## src/sld_pkg.sv

```systemverilog
// Function
// - with diagnostics enabled, classify each channel's load and detect booster or shorts.
// - a detected booster lets the amplifier start in line driver, low gain mode.
// - first stage applies offset, raises it after 15 ms, reduces it after the 10 ms measurement, removes it 15 ms later.
// - any output above 3.5 V during the first stage aborts the diagnostic sequence.
// - an invalid supply at the capture makes every channel report the invalid load code after the first stage.
// - starting a cycle sets invalid codes and raises the diagnostics busy flag.
// - busy flag clears when the sequence completes or power-on reset interrupts it.
// - diagnostics without amplifier start: clear busy, update status, do not start amplifier.
// - in diagnostics-only use, toggling the enable restarts the sequence with invalid codes, busy.
// - with amplifier start, start amplifier after cycle; clear busy just before mute release.
// - load code 00 normal, 01 line driver, 10 open, 11 invalid.
// - status byte bit3 shorted load, bit1 short to supply, bit0 short to ground.
// - an engine start during measurement sets affected channels' load code to 11.
// - view select zero shows stored results; one hides them but keeps them.
// - short flags clear after each bus read and set again only while the short persists.
// - load code bits change only when a new diagnostic cycle runs.
// - a bus read of the offset status sets the per-channel offset latches.
// - bridge output inside the 1.3 V window clears the latch until the next read.
package sld_pkg;
   // ---------------------------------------------------------------
   // timing
   // ---------------------------------------------------------------
   localparam int unsigned CLOCK_KHZ      = 200_000;
   localparam int unsigned RAMP_MS        = 15;
   localparam int unsigned RAMP_CYCLES    = RAMP_MS * CLOCK_KHZ;
   localparam int unsigned MEASURE_MS     = 10;
   localparam int unsigned MEASURE_CYCLES = MEASURE_MS * CLOCK_KHZ;
   localparam int unsigned COUNT_W        = 24;

   // ---------------------------------------------------------------
   // channel status byte layout
   // ---------------------------------------------------------------
   localparam int unsigned NUM_CHANNELS   = 4;
   localparam int unsigned BIT_GROUND     = 0;
   localparam int unsigned BIT_SUPPLY     = 1;
   localparam int unsigned BIT_OFFSET     = 2;
   localparam int unsigned BIT_SHORTED    = 3;
   localparam int unsigned BIT_CODE_LO    = 4;
   localparam int unsigned BIT_CODE_HI    = 5;
   localparam logic [7:0]  STATUS_RESET   = 8'h30;

   // ---------------------------------------------------------------
   // load codes and offset drive levels
   // ---------------------------------------------------------------
   typedef enum logic [1:0] {
      CODE_NORMAL  = 2'b00,
      CODE_LINEDRV = 2'b01,
      CODE_OPEN    = 2'b10,
      CODE_INVALID = 2'b11
   } sld_code_t;

   localparam logic [1:0] LEVEL_OFF  = 2'h0;
   localparam logic [1:0] LEVEL_LOW  = 2'h1;
   localparam logic [1:0] LEVEL_HIGH = 2'h2;

   typedef enum logic [2:0] {
      ST_IDLE      = 3'b000,
      ST_RAMP_UP   = 3'b001,
      ST_MEASURE   = 3'b010,
      ST_RAMP_DOWN = 3'b011,
      ST_AMP_START = 3'b100
   } sld_state_t;
endpackage

```

## src/sld_chan_if.sv

```systemverilog
`timescale 1ns/1ps
interface sld_chan_if;
   logic startCycle;
   logic measuring;
   logic capture;
   logic busRead;
   logic viewAc;
   logic supplyInvalid;
   modport ctl  (output startCycle, measuring, capture, busRead, viewAc, supplyInvalid);
   modport chan (input  startCycle, measuring, capture, busRead, viewAc, supplyInvalid);
endinterface

```

## src/sld_channel.sv

```systemverilog
`timescale 1ns/1ps
module sld_channel (
   // clock and reset
   input  wire logic       clock,
   input  wire logic       reset,
   // sequencing from the controller
   sld_chan_if.chan        ctl,
   // channel sense inputs
   input  wire logic       outputHigh,
   input  wire logic       engineDisturb,
   input  wire logic       openSense,
   input  wire logic       boosterSense,
   input  wire logic       shortedSense,
   input  wire logic       supplySense,
   input  wire logic       groundSense,
   input  wire logic       inWindow,
   // status byte
   output logic [7:0]      statusByte
);
   // ---------------------------------------------------------------
   // state
   // ---------------------------------------------------------------
   logic [1:0] code_reg,     code_next;
   logic       shorted_reg,  shorted_next;
   logic       supply_reg,   supply_next;
   logic       ground_reg,   ground_next;
   logic       offset_reg,   offset_next;
   logic       hit_reg,      hit_next;
   logic       disturb_reg,  disturb_next;
   logic [7:0] status_reg,   status_next;
   logic [1:0] measuredCode;
   logic       badMeasure;

   // ---------------------------------------------------------------
   // load code
   // ---------------------------------------------------------------
   assign hit_next     = ctl.startCycle ? 1'b0 : (hit_reg | (ctl.measuring & outputHigh));
   assign disturb_next = ctl.startCycle ? 1'b0
                       : (disturb_reg | (ctl.measuring & engineDisturb));
   assign badMeasure   = hit_reg | disturb_reg | ctl.supplyInvalid;
   assign measuredCode = badMeasure   ? sld_pkg::CODE_INVALID
                       : boosterSense ? sld_pkg::CODE_LINEDRV
                       : openSense    ? sld_pkg::CODE_OPEN
                       : sld_pkg::CODE_NORMAL;
   assign code_next    = ctl.startCycle ? sld_pkg::CODE_INVALID
                       : ctl.capture    ? measuredCode
                       : code_reg;

   // ---------------------------------------------------------------
   // short flags: a set beats the clear by a read; offset flag: the set by a read beats the window clear
   // ---------------------------------------------------------------
   assign shorted_next = shortedSense | (shorted_reg & ~ctl.busRead);
   assign supply_next  = supplySense  | (supply_reg  & ~ctl.busRead);
   assign ground_next  = groundSense  | (ground_reg  & ~ctl.busRead);
   assign offset_next  = ctl.busRead ? 1'b1 : (inWindow ? 1'b0 : offset_reg);

   // ---------------------------------------------------------------
   // visible byte; stored code hidden under the alternate view
   // ---------------------------------------------------------------
   assign status_next = {2'b00,
                         ctl.viewAc ? 2'b00 : code_next,
                         shorted_next, offset_next, supply_next, ground_next};

   always_ff @(posedge clock) begin
      if (reset) begin
         code_reg    <= sld_pkg::CODE_INVALID;
         shorted_reg <= 1'b0;
         supply_reg  <= 1'b0;
         ground_reg  <= 1'b0;
         offset_reg  <= 1'b0;
         hit_reg     <= 1'b0;
         disturb_reg <= 1'b0;
         status_reg  <= sld_pkg::STATUS_RESET;
      end else begin
         code_reg    <= code_next;
         shorted_reg <= shorted_next;
         supply_reg  <= supply_next;
         ground_reg  <= ground_next;
         offset_reg  <= offset_next;
         hit_reg     <= hit_next;
         disturb_reg <= disturb_next;
         status_reg  <= status_next;
      end
   end

   assign statusByte = status_reg;
endmodule

```

## src/sld_startup_diag.sv

```systemverilog
`timescale 1ns/1ps
module sld_startup_diag #(
   parameter int unsigned RAMP_CYCLES    = sld_pkg::RAMP_CYCLES,
   parameter int unsigned MEASURE_CYCLES = sld_pkg::MEASURE_CYCLES
) (
   // clock and reset
   input  wire logic       clock,
   input  wire logic       reset,
   // control bits
   input  wire logic       diagEnableBit,
   input  wire logic       ampStartEnableBit,
   input  wire logic       resultViewSelect,
   input  wire logic       statusRead,
   // analog condition inputs
   input  wire logic       supplyInvalid,
   input  wire logic       ampStartupDone,
   input  wire logic [3:0] outputHigh,
   input  wire logic [3:0] engineDisturb,
   input  wire logic [3:0] openSense,
   input  wire logic [3:0] boosterSense,
   input  wire logic [3:0] shortedSense,
   input  wire logic [3:0] supplySense,
   input  wire logic [3:0] groundSense,
   input  wire logic [3:0] bridgeInWindow,
   // status and drive outputs
   output logic            diagBusyFlag,
   output logic            diagAborted,
   output logic [1:0]      diagOffsetLevel,
   output logic            ampStartRequest,
   output logic            lineDriverMode,
   output logic [3:0][7:0] channelStatusByte
);
   localparam logic [sld_pkg::COUNT_W-1:0] RAMP_LAST    =
      sld_pkg::COUNT_W'(RAMP_CYCLES - 1);
   localparam logic [sld_pkg::COUNT_W-1:0] MEASURE_LAST =
      sld_pkg::COUNT_W'(MEASURE_CYCLES - 1);

   // ---------------------------------------------------------------
   // state
   // ---------------------------------------------------------------
   sld_pkg::sld_state_t              state_reg,   state_next;
   logic [sld_pkg::COUNT_W-1:0]      count_reg,   count_next;
   logic                             busy_reg,    busy_next;
   logic                             abort_reg,   abort_next;
   logic [1:0]                       level_reg,   level_next;
   logic                             amp_reg,     amp_next;
   logic                             lineDrv_reg, lineDrv_next;
   logic                             diagPrev_reg;
   logic                             ampPrev_reg;

   sld_chan_if chanBus ();

   // ---------------------------------------------------------------
   // decode
   // ---------------------------------------------------------------
   logic diagRise;
   logic ampRise;
   logic startReq;
   logic anyHigh;
   logic rampDone;
   logic measureDone;
   logic firstStage;
   logic finishing;
   logic anyBooster;

   assign diagRise    = diagEnableBit & ~diagPrev_reg;
   assign ampRise     = ampStartEnableBit & ~ampPrev_reg & diagEnableBit;
   assign startReq    = (state_reg == sld_pkg::ST_IDLE) & (diagRise | ampRise);
   assign anyHigh     = |outputHigh;
   assign rampDone    = count_reg == RAMP_LAST;
   assign measureDone = count_reg == MEASURE_LAST;
   assign firstStage  = (state_reg == sld_pkg::ST_RAMP_UP) |
                        (state_reg == sld_pkg::ST_MEASURE);
   assign finishing   = (state_reg == sld_pkg::ST_RAMP_DOWN) & rampDone;
   assign anyBooster  = |boosterSense;

   assign chanBus.startCycle    = startReq;
   assign chanBus.measuring     = firstStage;
   assign chanBus.capture       = (state_reg == sld_pkg::ST_MEASURE) & measureDone
                                & ~anyHigh;
   assign chanBus.busRead       = statusRead;
   assign chanBus.viewAc        = resultViewSelect;
   assign chanBus.supplyInvalid = supplyInvalid;

   // ---------------------------------------------------------------
   // sequencer
   // ---------------------------------------------------------------
   always_comb begin
      state_next   = state_reg;
      count_next   = count_reg + 1'b1;
      busy_next    = busy_reg;
      abort_next   = abort_reg;
      level_next   = level_reg;
      lineDrv_next = lineDrv_reg;
      unique case (state_reg)
         sld_pkg::ST_IDLE: begin
            count_next = '0;
            if (startReq) begin
               state_next   = sld_pkg::ST_RAMP_UP;
               busy_next    = 1'b1;
               abort_next   = 1'b0;
               lineDrv_next = 1'b0;
               level_next   = sld_pkg::LEVEL_LOW;
            end
         end
         sld_pkg::ST_RAMP_UP: begin
            if (anyHigh) begin
               state_next = sld_pkg::ST_RAMP_DOWN;
               abort_next = 1'b1;
               count_next = '0;
            end else if (rampDone) begin
               state_next = sld_pkg::ST_MEASURE;
               level_next = sld_pkg::LEVEL_HIGH;
               count_next = '0;
            end
         end
         sld_pkg::ST_MEASURE: begin
            if (anyHigh) begin
               state_next = sld_pkg::ST_RAMP_DOWN;
               abort_next = 1'b1;
               level_next = sld_pkg::LEVEL_LOW;
               count_next = '0;
            end else if (measureDone) begin
               state_next   = sld_pkg::ST_RAMP_DOWN;
               level_next   = sld_pkg::LEVEL_LOW;
               lineDrv_next = anyBooster;
               count_next   = '0;
            end
         end
         sld_pkg::ST_RAMP_DOWN: begin
            if (rampDone) begin
               level_next = sld_pkg::LEVEL_OFF;
               count_next = '0;
               if (ampStartEnableBit && !abort_reg) begin
                  state_next = sld_pkg::ST_AMP_START;
               end else begin
                  state_next = sld_pkg::ST_IDLE;
                  busy_next  = 1'b0;
               end
            end
         end
         sld_pkg::ST_AMP_START: begin
            count_next = '0;
            if (ampStartupDone || !ampStartEnableBit) begin
               state_next = sld_pkg::ST_IDLE;
               busy_next  = 1'b0;
            end
         end
         default: begin
            state_next = sld_pkg::ST_IDLE;
            busy_next  = 1'b0;
            level_next = sld_pkg::LEVEL_OFF;
         end
      endcase
   end

   // amplifier runs only once diagnostics have released it, or with diagnostics off
   assign amp_next = ampStartEnableBit &
                     ((state_next == sld_pkg::ST_AMP_START) |
                      (state_next == sld_pkg::ST_IDLE & (amp_reg | ~diagEnableBit)));

   always_ff @(posedge clock) begin
      if (reset) begin
         state_reg    <= sld_pkg::ST_IDLE;
         count_reg    <= '0;
         busy_reg     <= 1'b0;
         abort_reg    <= 1'b0;
         level_reg    <= sld_pkg::LEVEL_OFF;
         amp_reg      <= 1'b0;
         lineDrv_reg  <= 1'b0;
         diagPrev_reg <= 1'b0;
         ampPrev_reg  <= 1'b0;
      end else begin
         state_reg    <= state_next;
         count_reg    <= count_next;
         busy_reg     <= busy_next;
         abort_reg    <= abort_next;
         level_reg    <= level_next;
         amp_reg      <= amp_next;
         lineDrv_reg  <= lineDrv_next;
         diagPrev_reg <= diagEnableBit;
         ampPrev_reg  <= ampStartEnableBit;
      end
   end

   // ---------------------------------------------------------------
   // channels
   // ---------------------------------------------------------------
   for (genvar ch = 0; ch < sld_pkg::NUM_CHANNELS; ch++) begin : gChan
      sld_channel uChan (
         .clock         (clock),
         .reset         (reset),
         .ctl           (chanBus),
         .outputHigh    (outputHigh[ch]),
         .engineDisturb (engineDisturb[ch]),
         .openSense     (openSense[ch]),
         .boosterSense  (boosterSense[ch]),
         .shortedSense  (shortedSense[ch]),
         .supplySense   (supplySense[ch]),
         .groundSense   (groundSense[ch]),
         .inWindow      (bridgeInWindow[ch]),
         .statusByte    (channelStatusByte[ch])
      );
   end

   assign diagBusyFlag    = busy_reg;
   assign diagAborted     = abort_reg;
   assign diagOffsetLevel = level_reg;
   assign ampStartRequest = amp_reg;
   assign lineDriverMode  = lineDrv_reg;
endmodule

```

## config.mk

```make
export PLATFORM = sky130hd
export DESIGN_NAME = sld_startup_diag
export DESIGN_NICKNAME = d
export VERILOG_FILES = /design/src/sld_pkg.sv /design/src/sld_chan_if.sv /design/src/sld_channel.sv /design/src/sld_startup_diag.sv
export SDC_FILE = /design/constraint.sdc
export NUM_CORES = 1
export LEC_CHECK = 0
export BUFFER_PORTS_ARGS = -buffer_cell sky130_fd_sc_hd__buf_2
export CELL_PAD_IN_SITES_DETAIL_PLACEMENT = 1
export CELL_PAD_IN_SITES_GLOBAL_PLACEMENT = 1
export CORE_MARGIN = 3
export CORE_UTILIZATION = 39
export DETAILED_ROUTE_END_ITERATION = 10
export GPL_TIMING_DRIVEN = 0
export PLACE_DENSITY_LB_ADDON = 0.12
export SYNTH_ARGS = -nofsm -noshare
export SYNTH_HDL_FRONTEND = slang
export SYNTH_SLANG_ARGS = --single-unit
```

## constraint.sdc

```tcl
create_clock -name clock -period 2.3 [get_ports clock]
set_input_delay 0.115 -clock clock [delete_from_list [all_inputs] [get_ports clock]]
set_output_delay 0.115 -clock clock [all_outputs]
set_load 0.01 [all_outputs]
```

# == Yosys cells after proc, flatten, opt, wreduce, memory -nomap -nowiden ==
# Index checks and enable logic that the tools add are counted.
# W data, S select, Z words.
# word_totals
regBits,99
in_bits,40
out_inout_bits,38
wordCells,211
# op_classes
addsub,1
eq_ne,17
mux,64
n_bitwise,67
reduce_logical,17
# ops
operator,count
$mux W24,4
$pmux W24 S4,1
$mux W2,30
$or A1 B1 Y1,32
$and A1 B1 Y1,28
$add A24 B1 Y24 const B,1
$eq A24 B21 Y1 const B,1
$eq A24 B22 Y1 const B,1
$mux W3,8
$mux W1,16
$pmux W3 S5,1
$ne A2 B2 Y1 const B,7
$pmux W2 S5,1
$reduce_or A4 Y1,2
$not A1 Y1,7
$eq A3 B2 Y1 const B,2
$eq A3 B3 Y1 const B,2
$logic_not A3 Y1,2
$reduce_and A6 Y1,1
$reduce_or A2 Y1,3
$reduce_and A5 Y1,1
$ne A2 B1 Y1 const B,2
$pmux W1 S2,2
$pmux W1 S4,1
8 further kinds,10

# == Longest topological paths before layout ==
# logic_depth
depth_word,11
mapped_depth,7
depth_no_buf,6

# == Hierarchy ==
# Synthesis repeated with hierarchy kept, for this count alone.
# hier_totals
cells_unflattened,377
hier_area_um2,3266.9
# by_module_without_submodules
mod,n_inst,cells_per_inst,area_each_um2,seq_area_each_um2
sld_startup_diag,1,205,1675.4,700.7
sld_channel,4,43,397.9,200.2

# == Worst setup path after synthesis ==
# Ideal clock, no wire load.
# synth_path
path_type,register to register
from,reg count_reg[8] in the netlist's numbering
to,"reg level_reg[0], in the netlist diagOffsetLevel[0]"
setup_time_ns,0.123
t_arrival_ns,1.991
required_time_ns,2.177
setup_slack_ns,0.185
stages_incl_launch_ff,6
path_buffers,0
synth_period_minus_slack_ns,2.115
cell_sequence,dfxtp_1 or4_4 nor4_4 nand2_2 a221oi_2 mux2_1
# synth_via
elab_chain_cells,3
elab_cells_between_ends,6
cone_classes,eq/ne: 5; reduce/logical: 1
# synth_rtl
item,line,text
start: declaration,sld_startup_diag.sv:42,"logic [sld_pkg::COUNT_W-1:0] count_reg, count_next;"
start signal: assignment,sld_startup_diag.sv:175,count_reg <= count_next;
$eq A24 B21 Y1 / $eq A24 B22 Y1 (equally long branches),"sld_startup_diag.sv:71, sld_startup_diag.sv:70",
$ne A3 B3 Y1 (no source line) / $ne A2 B2 Y1 (equally long branches),n/a,
$reduce_and A6 Y1 (no source line) (*),n/a,
end signal: assignment,sld_startup_diag.sv:168,level_reg <= sld_pkg::LEVEL_OFF;
end signal: assignment,sld_startup_diag.sv:178,level_reg <= level_next;
end: declaration,sld_startup_diag.sv:45,"logic [1:0] level_reg, level_next;"
# Every way passes the cells marked *; elsewhere a longest branch is shown, timed or not.
# A chain may end at the register's enable or synchronous reset.

# == Worst setup path after layout ==
# layout_path
from,reg count_reg[10] in the netlist's numbering
to,reg count_reg[5] in the netlist's numbering
# layout_via
elab_chain_cells,4
elab_cells_between_ends,7
cone_classes,eq/ne: 2; mux: 5
# layout_rtl
item,line,text
$eq A24 B21 Y1 / $eq A24 B22 Y1 (equally long branches),"sld_startup_diag.sv:71, sld_startup_diag.sv:70",
"$mux W24, on equally long branches","sld_startup_diag.sv:123, sld_startup_diag.sv:111, sld_startup_diag.sv:131",
"$mux W24, on equally long branches","sld_startup_diag.sv:118, sld_startup_diag.sv:107",
$pmux W24 S4 (*),sld_startup_diag.sv:95,unique case (state_reg)
# Marked as above.

==> run summary <==
The highest clock rate is approximately 0.47 GHz. The detailed-route vias per instance is between 5 and 6. The largest net degree at the start of global routing is 16.

In this run the remaining antenna-violating nets after routing total 0. The register area is ~1500 um2. The analysis attributes to cell leakage a power of about 1.7 nW. Summed over all layers, the global routing overflow is 0.

The final number of max-transition violations is 0. The critical path arrival is between 2000 and 2500 ps. The clock skew after layout is approximately 9.5 ps. For the pin with the worst max-slew slack, the measured transition is slightly below 800 ps. The number of DRC violations after detailed routing came out at 0. 0 antenna diodes ended up in the layout. Summing all non-filler instances in the final layout gives an area of about 4200 um2. The net count of the finished layout is between 500 and 600. Of all cell types, the one taking the most synthesized area is dfxtp_1. The total number of vias is approximately 3100. The placement-stage cell area came out at ~3800 um2. The initial antenna violation count came out at 0.

The count of unique library cells instantiated by Yosys came out at 47. The clock sink total is 75. In the layout the commonest cells are dfxtp_1 (75), buf_2 (70), a21oi_1 (64).

TritonCTS created 9 clock buffers. The number of instances in the synthesized netlist came out at approximately 380. The TritonCTS clock tree is done. The cell sitting at the root of the clock tree is a clkbuf_8. The final weighted congestion of routability-driven global placement came out at 0.8223. The number of hold violations in the final report is 0. The library cell used most frequently in the layout, excluding fill and tap cells, is dfxtp_1.

The clock period minus final worst setup slack is around 2100 ps. Wires add up to 8703 um. The overall power is about 2.7 mW. The run finished with clean final reports.

The area used by multi-input combinational logic came out at around 1600 um2. For met3 alone, demand over resource in global routing was 0.03643. The violation count after the first detailed-routing iteration is 91. The later pin in the worst-skew pair is clocked with a latency of roughly 350 ps. After floorplanning, the core was divided into 32 placement rows.

The number of primary I/O pins is 78. In this run the cell area of the synthesized design comes to between 3000 and 4000 um2. The total number of yosys warnings is 0.

The die is about 98 um tall. The wire length of the first global-routing pass is roughly 15000 um. The per-cell routed wire length came out at 14.68 um. The layout-stage area growth over the synthesis result is 27.08%. In this run the worst path has a maximum fanout of 10.

The number of fill cells in the layout is between 900 and 1000. The number of global-route vias before repair is between 3000 and 4000. The share of flip-flops with an asynchronous set or reset came out at 0. The mean area per synthesized cell came out at a little under 9 um2. The most critical setup path has its startpoint at count_reg[10]$_SDFF_PP0_.

In the global route stage, met1 resource usage came out at 0.2332. In this run, synthesis inferred 0 flip-flops with an integrated enable. The H-tree depth came out at 3. The core region is 7968 um2. The maximum resistive drop on vdd is roughly 0.4 mV. The worst hold path stage count came out at 3. Across all hold checks on the routed design, the worst slack comes to ~25 ps. Summed over all nets, the half-perimeter wirelength after detailed placement is between 6000 and 7000 um. From left edge to right edge, the die measures 97.91 um. The number of cells in the finished layout apart from fillers came out at a little under 600.

The total power density per cell area is approximately 640 nW/um2. The sequential element share of the synthesized area came out at 0.4558. The final-report setup violation count came out at 0. The type of element launching the critical path is a register.

The worst setup slack before clock tree synthesis came out at -266.2 ps. The synthesis-stage register bit count came out at 75. The headroom to the max-slew limit came out at 0.4815. The endpoint required time on the critical path is 2530 ps. Across the run, the number of max-cap violations was 0. The maximum buffer depth of the clock tree came out at 2.

Before antenna repair, the detailed router went through 4 iterations. Clock-pin slew was measured on the worst setup and hold paths at approximately 80 ps. The startpoint of the lowest-slack hold path is outputHigh[1]. The portion of synthesized cell area occupied by the leading cell type is 0.4558. The worst setup path is of the register to register kind. Setup repair after global routing left no endpoint under its margin. Of the cells placed in the final design, the portion with a size suffix greater than 1 is 0.2525.

By area the synthesized netlist is led by dfxtp_1 (46%), a21oi_1 (9.9%), buf_4 (5.7%). The number of input and output port buffers inserted is 68. The count of placed standard cells including taps came out at 558. The area enclosed by the die boundary is ~9600 um2.

The dominant register cell in the synthesized netlist is dfxtp_1. The path depth of the worst reg2reg path came out at 7. The initial standard-cell utilization of the core is 0.4135. Across every metal layer, demand over resource in global routing totals 0.1867. The startpoint identified for the worst register-to-register timing path is count_reg[10]$_SDFF_PP0_.

The met2 usage in global routing came out at 0.3225. The hold path endpoint is gChan[1].uChan.hit_reg$_SDFF_PP0_. The final clock period utilization by the worst path is 0.9289. The endpoint identified for the worst register-to-register timing path is count_reg[5]$_SDFF_PP0_. The worst setup margin came out at 163.6 ps. The global routing stage identified its most utilized layer as met2. Across all register-to-register paths, the minimum setup slack is about 160 ps. The worst setup path is captured at a register. In this run the worst hold path is classified as input pin to register.
[stage by stage]
step / utilization / TNS, ps
final: 0.5254 / 0
after global routing: 0.5254 / 0
after CTS: 0.5221 / 0
after detailed placement: 0.4755 / -7379
after global placement: 0.4755 / -4762
after floorplan: - / 0
[power breakdown]
part / internal [mW] / switching (mW) / total (mW)
clock: 0.404 / 0.536 / 0.940
combinational: 0.161 / 0.182 / 0.343
sequential: 1.35 / 0.0312 / 1.38
[layer usage]
| metal | part of all wire | routed length (um) | up-vias |
|---|---|---|---|
| li1 | - | - | 1500 |
| met1 | 0.45 | 3903 | 1474 |
| met2 | 0.49 | 4247 | 76 |
| met3 | 0.049 | 427 | 10 |
| met4 | 0.014 | 125 | 0 |
| met5 | 0 | 0 | - |
[cell type report]
type                       instances  area share
clock buffer                       9     0.02959
multi-input combinational        263      0.3745
timing repair buffer              87      0.1249
clock inverter                     7     0.01375
sequential                        75      0.3586
inverter                          14     0.01255
tap                              102     0.03048
buffer                            36     0.05559
[synthesized netlist by cell type, types with 6 or more instances]
master,number
o21ai_0,7
nor2b_1,6
nor2_1,32
buf_4,25
nand3_1,11
inv_1,14
nand4_1,7
mux2i_1,9
nand2_1,26
xnor2_1,19
dfxtp_1,75
a21oi_1,65
clkbuf_1,8
nand2b_1,11
nor3_1,16
[cell families (layout without fill, tap and decap cells)]
group / count (synthesis) / count (layout) / synth area share
compound gates: 87 / 87 / 0.1485
xor+xnor: 22 / 22 / 0.05849
fa+ha+maj: 1 / 1 / 0.003797
buf+inv: 50 / 153 / 0.08621
flops: 75 / 75 / 0.4558
mux: 10 / 10 / 0.03076
other cells: 1 / 8 / 0.001138
simple gates: 135 / 135 / 0.2154
[worst max-delay path by stage]
stage	end	slack, ps	cells past startpoint
floorplan	diagOffsetLevel[0]$_SDFFE_PP0P_	190	5
global placement	gChan[0].uChan.statusByte[4]$_SDFF_PP1_	-210	5
detailed placement	gChan[3].uChan.statusByte[4]$_SDFF_PP1_	-270	5
CTS	gChan[3].uChan.statusByte[4]$_SDFF_PP1_	50	5
global route	gChan[3].uChan.statusByte[5]$_SDFF_PP1_	6	9
finish	count_reg[5]$_SDFF_PP0_	160	7
[critical path, stage by stage (launching register included)]
cell and delay (ps):
dfxtp_1 390, or3b_4 430, nor4_4 290, buf_4 190
nand2_2 80, nand4_1 250, clkbuf_2 300, a21oi_1 90
[timing repair]
action                                  CTS  global route
hold buffers                             16             0
resized for setup                         2             4
buffers inserted                          3             0
pin swaps                                 1             0
endpoints found under the hold margin    16             0
endpoints found under the setup margin   37            27
(Power assumes the default switching activity.)
